### config.mk
export PLATFORM = sky130hd
export DESIGN_NAME = ecpt_timer
export DESIGN_NICKNAME = d
export VERILOG_FILES = /design/src/core/ecpt_pkg.sv /design/src/core/ecpt_prescale.sv /design/src/core/ecpt_edge_filter.sv /design/src/core/ecpt_timer.sv
export SDC_FILE = /design/constraint.sdc
export NUM_CORES = 1
export LEC_CHECK = 0
export ABC_AREA = 1
export BUFFER_PORTS_ARGS = -buffer_cell sky130_fd_sc_hd__buf_2
export CAP_MARGIN = 25
export CORE_UTILIZATION = 25
export DETAILED_ROUTE_END_ITERATION = 8
export HOLD_SLACK_MARGIN = 0.02
export PLACE_DENSITY = 0.51
export SYNTH_ARGS = -nofsm -noshare
export SYNTH_HDL_FRONTEND = slang
export SYNTH_SLANG_ARGS = --single-unit
### constraint.sdc
create_clock -name clk_sys -period 2.1 [get_ports clk_sys]
set_input_delay 0.21 -clock clk_sys [delete_from_list [all_inputs] [get_ports clk_sys]]
set_output_delay 0.21 -clock clk_sys [all_outputs]
set_load 0.03 [all_outputs]
### src/core/ecpt_pkg.sv
package ecpt_pkg;

    localparam int CNT_W = 16;
    localparam logic [15:0] CNT_RST = 16'h0000;
    localparam logic [15:0] CNT_MAX = 16'hffff;
    localparam logic [15:0] CNT_ONE = 16'h0001;

    // Timer mode control: operating-mode field
    localparam int OP_MODE_LSB = 2;
    // Prescale/edge config: count clock select and edge select fields
    localparam int CLK_SEL_LSB = 0;
    localparam int EDGE_SEL_LSB = 4;
    // Output control register bits
    localparam int OUT_EN_BIT = 0;
    localparam int TOGGLE_BIT = 1;
    localparam int ONESHOT_EN_BIT = 2;
    localparam int EXT_TRIG_BIT = 3;
    localparam int SOFT_TRIG_BIT = 6;
    // Capture/compare control: compare one used as capture register
    localparam int CAP_ONE_BIT = 0;

    // Internal count clock = system clock / 2^exponent
    localparam int PRE_W = 7;
    localparam logic [2:0] PRE_EXP0 = 3'h2;
    localparam logic [2:0] PRE_EXP1 = 3'h3;
    localparam logic [2:0] PRE_EXP2 = 3'h5;
    // Clock select code that counts external events instead
    localparam logic [1:0] CLK_SEL_EXT = 2'h3;

    typedef enum logic [1:0] {
        ECPT_STOP = 2'b00,
        ECPT_FREE = 2'b01,
        ECPT_EDGECLR = 2'b10,
        ECPT_MATCHCLR = 2'b11
    } ecpt_mode_t;

    typedef enum logic [1:0] {
        ECPT_FALL = 2'b00,
        ECPT_RISE = 2'b01,
        ECPT_NONE = 2'b10,
        ECPT_BOTH = 2'b11
    } ecpt_edge_t;

    typedef struct packed {
        logic matchZero;
        logic captureOne;
    } ecpt_irq_t;

endpackage

### src/core/ecpt_prescale.sv
module ecpt_prescale #(
    parameter int PW = ecpt_pkg::PRE_W
) (
    input wire logic clk_sys, // System clock
    input wire logic nrst, // Async reset, active low
    input wire logic [1:0] clkSel, // Count clock select
    output logic tick // One-cycle count clock enable
);
    import ecpt_pkg::*;

    typedef struct packed {
        logic [PW-1:0] div;
        logic tick;
    } ecpt_pre_t;

    ecpt_pre_t st_ff;
    ecpt_pre_t nxt_st;
    logic [PW-1:0] mask;

    always_comb
    begin
        unique case (clkSel)
            2'h0: mask = PW'((1 << PRE_EXP0) - 1);
            2'h1: mask = PW'((1 << PRE_EXP1) - 1);
            2'h2: mask = PW'((1 << PRE_EXP2) - 1);
            // External events count; the input filter samples at the fastest rate
            2'h3: mask = PW'((1 << PRE_EXP0) - 1);
        endcase
        nxt_st.div = st_ff.div + PW'(1);
        nxt_st.tick = (st_ff.div & mask) == mask;
    end

    always_ff @(posedge clk_sys or negedge nrst)
    begin
        if (!nrst)
            st_ff <= '0;
        else
            st_ff <= nxt_st;
    end

    assign tick = st_ff.tick;

endmodule

### src/core/ecpt_edge_filter.sv
module ecpt_edge_filter (
    input wire logic clk_sys, // System clock
    input wire logic nrst, // Async reset, active low
    input wire logic pinIn, // Raw external pin
    input wire logic sampleEn, // Sampling enable
    input wire ecpt_pkg::ecpt_edge_t edgeSel, // Valid edge selection
    output logic validEdge // One-cycle pulse per accepted edge
);
    import ecpt_pkg::*;

    typedef struct packed {
        logic sync0;
        logic sync1;
        logic prevSample;
        logic level;
        logic edgeHit;
    } ecpt_flt_t;

    ecpt_flt_t st_ff;
    ecpt_flt_t nxt_st;

    always_comb
    begin
        nxt_st = st_ff;
        nxt_st.sync0 = pinIn;
        nxt_st.sync1 = st_ff.sync0;
        nxt_st.edgeHit = 1'b0;
        if (sampleEn)
        begin
            nxt_st.prevSample = st_ff.sync1;
            if (st_ff.sync1 == st_ff.prevSample && st_ff.sync1 != st_ff.level)
            begin
                nxt_st.level = st_ff.sync1;
                unique case (edgeSel)
                    ECPT_FALL: nxt_st.edgeHit = !st_ff.sync1;
                    ECPT_RISE: nxt_st.edgeHit = st_ff.sync1;
                    ECPT_NONE: nxt_st.edgeHit = 1'b0;
                    ECPT_BOTH: nxt_st.edgeHit = 1'b1;
                endcase
            end
        end
    end

    always_ff @(posedge clk_sys or negedge nrst)
    begin
        if (!nrst)
            st_ff <= '0;
        else
            st_ff <= nxt_st;
    end

    assign validEdge = st_ff.edgeHit;

endmodule

### src/core/ecpt_timer.sv
module ecpt_timer (
    input wire logic clk_sys, // 100 MHz system clock
    input wire logic nrst, // Async reset, active low
    input wire logic [7:0] timerModeCtrl, // Timer mode control register
    input wire logic [7:0] prescaleEdgeConfig, // Count clock and edge select
    input wire logic [7:0] captureCompareControl, // Capture/compare control
    input wire logic [7:0] outputControlReg, // Output control register
    input wire logic outCtrlWr, // Write strobe of output control register
    input wire logic [15:0] compareRegZero, // Compare register zero
    input wire logic [15:0] compareRegOne, // Compare register one value
    input wire logic captureReadStb, // Read strobe of captured value
    input wire logic overflowClear, // Clears the overflow flag
    input wire logic externalEventInput, // External event / trigger pin
    output logic [15:0] countRegister, // Current count
    output logic [15:0] captureValue, // Value captured on valid edge
    output logic [15:0] captureReadData, // Data returned by a capture read
    output logic pulseOutputPin, // Square wave / one-shot output
    output ecpt_pkg::ecpt_irq_t irq, // Interrupt request pulses
    output logic overflowFlag // Sticky overflow flag
);
    import ecpt_pkg::*;

    typedef struct packed {
        logic [CNT_W-1:0] cnt;
        logic [CNT_W-1:0] capVal;
        logic [CNT_W-1:0] rdData;
        logic busy;
        logic outLvl;
        logic ovf;
        ecpt_irq_t irq;
    } ecpt_state_t;

    ecpt_state_t st_ff;
    ecpt_state_t nxt_st;

    ecpt_mode_t opMode;
    ecpt_edge_t edgeSel;
    logic [1:0] clkSel;
    logic preTick;
    logic validEdge;
    logic running;
    logic extSrc;
    logic tick;
    logic outEn;
    logic toggleEn;
    logic oneShotEn;
    logic extTrigEn;
    logic capEn;
    logic cntMatchZero;
    logic cntMatchOne;
    logic softTrig;
    logic extTrig;
    logic startPulse;
    logic ovfSet;

    assign opMode = ecpt_mode_t'(timerModeCtrl[OP_MODE_LSB +: 2]);
    assign edgeSel = ecpt_edge_t'(prescaleEdgeConfig[EDGE_SEL_LSB +: 2]);
    assign clkSel = prescaleEdgeConfig[CLK_SEL_LSB +: 2];
    assign outEn = outputControlReg[OUT_EN_BIT];
    assign toggleEn = outputControlReg[TOGGLE_BIT];
    assign oneShotEn = outputControlReg[ONESHOT_EN_BIT];
    assign extTrigEn = outputControlReg[EXT_TRIG_BIT];
    assign capEn = captureCompareControl[CAP_ONE_BIT];

    // free prescaler
    // The divider is never restarted with the counter, so the first count
    // clock after a start lands anywhere within one period.
    ecpt_prescale u_prescale (
        .clk_sys(clk_sys),
        .nrst(nrst),
        .clkSel(clkSel),
        .tick(preTick)
    );

    ecpt_edge_filter u_edge (
        .clk_sys(clk_sys),
        .nrst(nrst),
        .pinIn(externalEventInput),
        .sampleEn(preTick),
        .edgeSel(edgeSel),
        .validEdge(validEdge)
    );

    assign running = opMode != ECPT_STOP;
    assign extSrc = clkSel == CLK_SEL_EXT;
    assign tick = extSrc ? validEdge : preTick;

    assign cntMatchZero = st_ff.cnt == compareRegZero;
    assign cntMatchOne = st_ff.cnt == compareRegOne;

    assign softTrig = outCtrlWr && outputControlReg[SOFT_TRIG_BIT] && oneShotEn;
    assign extTrig = oneShotEn && extTrigEn && validEdge && !st_ff.busy;
    assign startPulse = running && (softTrig || extTrig);

    always_comb
    begin
        nxt_st = st_ff;
        nxt_st.irq = '0;
        ovfSet = 1'b0;
        if (!running)
        begin
            nxt_st.cnt = CNT_RST;
            nxt_st.busy = 1'b0;
            nxt_st.outLvl = 1'b0;
        end
        else if (startPulse)
        begin
            nxt_st.cnt = CNT_RST;
            nxt_st.busy = 1'b1;
            nxt_st.outLvl = 1'b0;
        end
        else
        begin
            if (opMode == ECPT_EDGECLR && validEdge && !oneShotEn)
                nxt_st.cnt = CNT_RST;
            else if (tick)
            begin
                if (cntMatchZero && opMode == ECPT_MATCHCLR)
                    nxt_st.cnt = CNT_RST;
                else
                begin
                    nxt_st.cnt = st_ff.cnt + CNT_ONE;
                    ovfSet = st_ff.cnt == CNT_MAX;
                end
            end
            if (tick && cntMatchZero)
                nxt_st.irq.matchZero = 1'b1;
            if (tick && cntMatchZero && toggleEn && !oneShotEn)
                nxt_st.outLvl = !st_ff.outLvl;
            if (st_ff.busy && tick)
            begin
                if (cntMatchZero)
                begin
                    nxt_st.outLvl = 1'b0;
                    nxt_st.busy = 1'b0;
                end
                else if (cntMatchOne)
                    nxt_st.outLvl = 1'b1;
            end
        end
        if (!outEn)
            nxt_st.outLvl = 1'b0;
        // A set in the same cycle as a clear is kept
        nxt_st.ovf = (st_ff.ovf && !overflowClear) || ovfSet;
        if (captureReadStb)
            nxt_st.rdData = st_ff.capVal;
        if (capEn && validEdge && running)
        begin
            nxt_st.capVal = st_ff.cnt;
            nxt_st.irq.captureOne = 1'b1;
            if (captureReadStb)
                nxt_st.rdData = st_ff.cnt;
        end
    end

    always_ff @(posedge clk_sys or negedge nrst)
    begin
        if (!nrst)
            st_ff <= '0;
        else
            st_ff <= nxt_st;
    end

    assign countRegister = st_ff.cnt;
    assign captureValue = st_ff.capVal;
    assign captureReadData = st_ff.rdData;
    assign pulseOutputPin = st_ff.outLvl;
    assign irq = st_ff.irq;
    assign overflowFlag = st_ff.ovf;
endmodule

==> impl_metrics.yaml <==
status:
  status: "complete, no violations"
hold_path:
  hp-start: "overflowClear"
  min_delay_worst_endpoint: "overflowFlag"
  worstHoldPathCells: 2
  hp-class: "primary input to flip-flop"
worst_setup_path:
  cp-end-kind: "flip-flop"
  crit_type: "flip-flop to flip-flop"
  rrSetupSlack_ns: 0.26
  reg2reg_from: "countRegister[11]"
  cp_data_arrival_time_ns: 2.06
  r2r_cells: 9
  critPathMaxFanout: 10
  required_ns: 2.32
  start_kind: "flip-flop"
  r2r_end: "countRegister[6]"
route:
  drc: 0
  drt_first_pass_iters: 4
  ant_nets: 0
  drt-total-wl_mm: 10.9
  drt-initial-drc-count: 124
  via_per_inst: 4.35
  vias: 3306
  post_drt_wl_per_cell_um: 14.3
clock_tree:
  cts.path.max_buffers: 2
  clock-sinks: 64
  cts_buffers: 9
  clk-insertion-delay-late_ns: 0.34
  path_clk_slew_ns: 0.06
  root_buffer: "clkbuf_16"
  cts.htree.levels: 3
  cts_tree: "yes"
floorplan:
  row_count: 45
  coreArea_mm2: 0.0152
  die_area_mm2: 0.0161
  initial_utilization_pct: 25.6
  die_y_um: 127
  io_pins: 122
  die_x_um: 127
placement:
  place_area_mm2: 0.00432
  place_inst: 742
  place_ws_ns: 0.290
  place_congestion: 0.825
  dp_hpwl_mm: 8.48
  io_buffer_count: 101
logic_synthesis:
  synth_compound_area_share_pct: 11.3
  synthFlopType: "dfrtp_1"
  avgSynthCellArea_um2: 7.74
  synthTopCellsByCount: "nand2_1 (113), inv_1 (75), dfrtp_1 (64), buf_4 (53), nor2_1 (31)"
  synth-xor-area-share_pct: 4.50
  yosys_warnings: 0
  synth_cells: 503
  ys_async_sr_fraction_pct: 100
  synth_top_cells_by_area: "dfrtp_1 (41%), nand2_1 (11%), buf_4 (10%)"
  yosysMostFrequentCell: "nand2_1"
  ys_types: 34
  synth_top_area_share_pct: 41.1
  synthAdderAreaFrac_pct: 1.28
  synth-seq-cells: 64
  synth_fp_nets: 577
  yosys.area_share.simple_pct: 22.8
  seq_area_frac_synth_pct: 41.1
  synth_edf_count: 0
  synth_mux_area_share_pct: 0
  synth_top_family_by_area: "simple AND/OR/NAND/NOR gates"
  synth_top_area_cell: "dfrtp_1"
  syn_area_mm2: 0.00389
finish:
  syn_to_final_growth_pct: 19.2
  fillCellCount: 1645
  num_antenna_cells: 0
  nets: 641
  drive_above_1_share_pct: 25.7
  final_cells: 760
  final_core_util_pct: 30.6
  final_cell_area_mm2: 0.00464
pwr:
  combPwrFrac_pct: 10.6
  swShare_pct: 25.6
  power_frac_clock_pct: 49.0
  power.internal_mw: 2.37
  power.density_mw_per_mm2: 686
  power_mw: 3.19
  p_sw_mw: 0.815
  p_seq_share_pct: 40.4
  vdd_drop_max_v: 0.000341
  power_leakage_nw: 2.63
sta:
  hold_viol: 0
  max_slew_margin_pct: 63.1
  max_freq_ghz: 0.542
  rsz0062_at_grt: "no"
  whs_ns: 0.0416
  setup_tns_ns: 0
  worst_pin_slew_ns: 0.554
  worst_clock_skew_ns: 0.00490
  finalSetupViolCount: 0
  period_share_pct: 87.8
  maxSlewViolCount: 0
  setup_slack_ns: 0.256
  finalCriticalPeriod_ns: 1.84
global_route:
  grt_max_degree: 33
  grt_pass1_vias: 3133
  grtUsageTotal_pct: 14.2
  antenna_found_initial: 0
  grt_pass1_wl_mm: 16.9
  overflow: 0
job:
  drv_cap: 0
==> per-layer routing <==
layer	global-route usage, %	wire length, µm	vias up
li1	-	-	1661
met5	0	0	-
met3	3.96	563	18
met4	6.44	273	0
met2	22.9	5270	86
met1	17.6	4770	1541
==> critical path, stage by stage (launching register included) <==
cell and delay (ns):
dfrtp_1 0.48, inv_1 0.09, nand2_1 0.07, nand2_1 0.04, nor2_1 0.17, nand2_1 0.15, nor2_2 0.25, nand4_4 0.23
nand3_1 0.16, a21oi_1 0.08
==> power groups by stage <==
stage	combinational, mW	clock (mW)	sequential, mW
after floorplan	0.195	0	1.30
after global placement	0.335	0	1.31
after detailed placement	0.339	0	1.31
after CTS	0.344	1.60	1.29
after global routing	0.379	1.67	1.29
final	0.337	1.56	1.29
==> area by class of cell <==
cell class | count | area, µm² | share of cell area, %
Clock buffer | 12 | 256 | 5.52
Clock inverter | 4 | 51.3 | 1.10
Inverter | 80 | 300 | 6.47
Multi-Input combinational cell | 296 | 1550 | 33.4
Sequential cell | 64 | 1600 | 34.5
Tap cell | 188 | 235 | 5.06
Timing Repair Buffer | 116 | 648 | 14.0
==> cell usage in the layout, fill, tap and decap left out, drive strengths merged, types with 15 or more instances in the layout <==
cell / instances
buf: 114
nand2: 113
inv: 81
dfrtp: 64
nor2: 36
o21ai: 34
nand3: 30
a21oi: 20
xnor2: 15
o21a: 15
==> logic make-up after synthesis <==
logic type / count (synthesis)
AO/OA/AOI/OAI: 77
XOR/XNOR: 20
adder cells (fa/ha/maj): 4
buffers and inverters: 143
flip-flops: 64
AND/OR/NAND/NOR: 195
==> how the worst max path moves through the flow <==
stage / from / to / slack, ns / cells after the start
final: countRegister[11] / countRegister[6] / 0.26 / 9
after global placement: countRegister[11] / countRegister[2] / 0.32 / 9
after global routing: countRegister[11] / overflowFlag / 0.08 / 11
after detailed placement: countRegister[11] / countRegister[6] / 0.29 / 9
after CTS: countRegister[11] / countRegister[6] / 0.27 / 9
after floorplan: countRegister[1] / countRegister[14] / 0.63 / 11
==> what timing repair did <==
action / CTS / global route
gates resized for setup: 0 / 0
hold buffers: 2 / 0
setup buffers: 0 / 0
setup endpoints to repair: 0 / 0
endpoints found under the hold margin: 20 / 0
No activity file was read; power rests on OpenSTA's default activity.
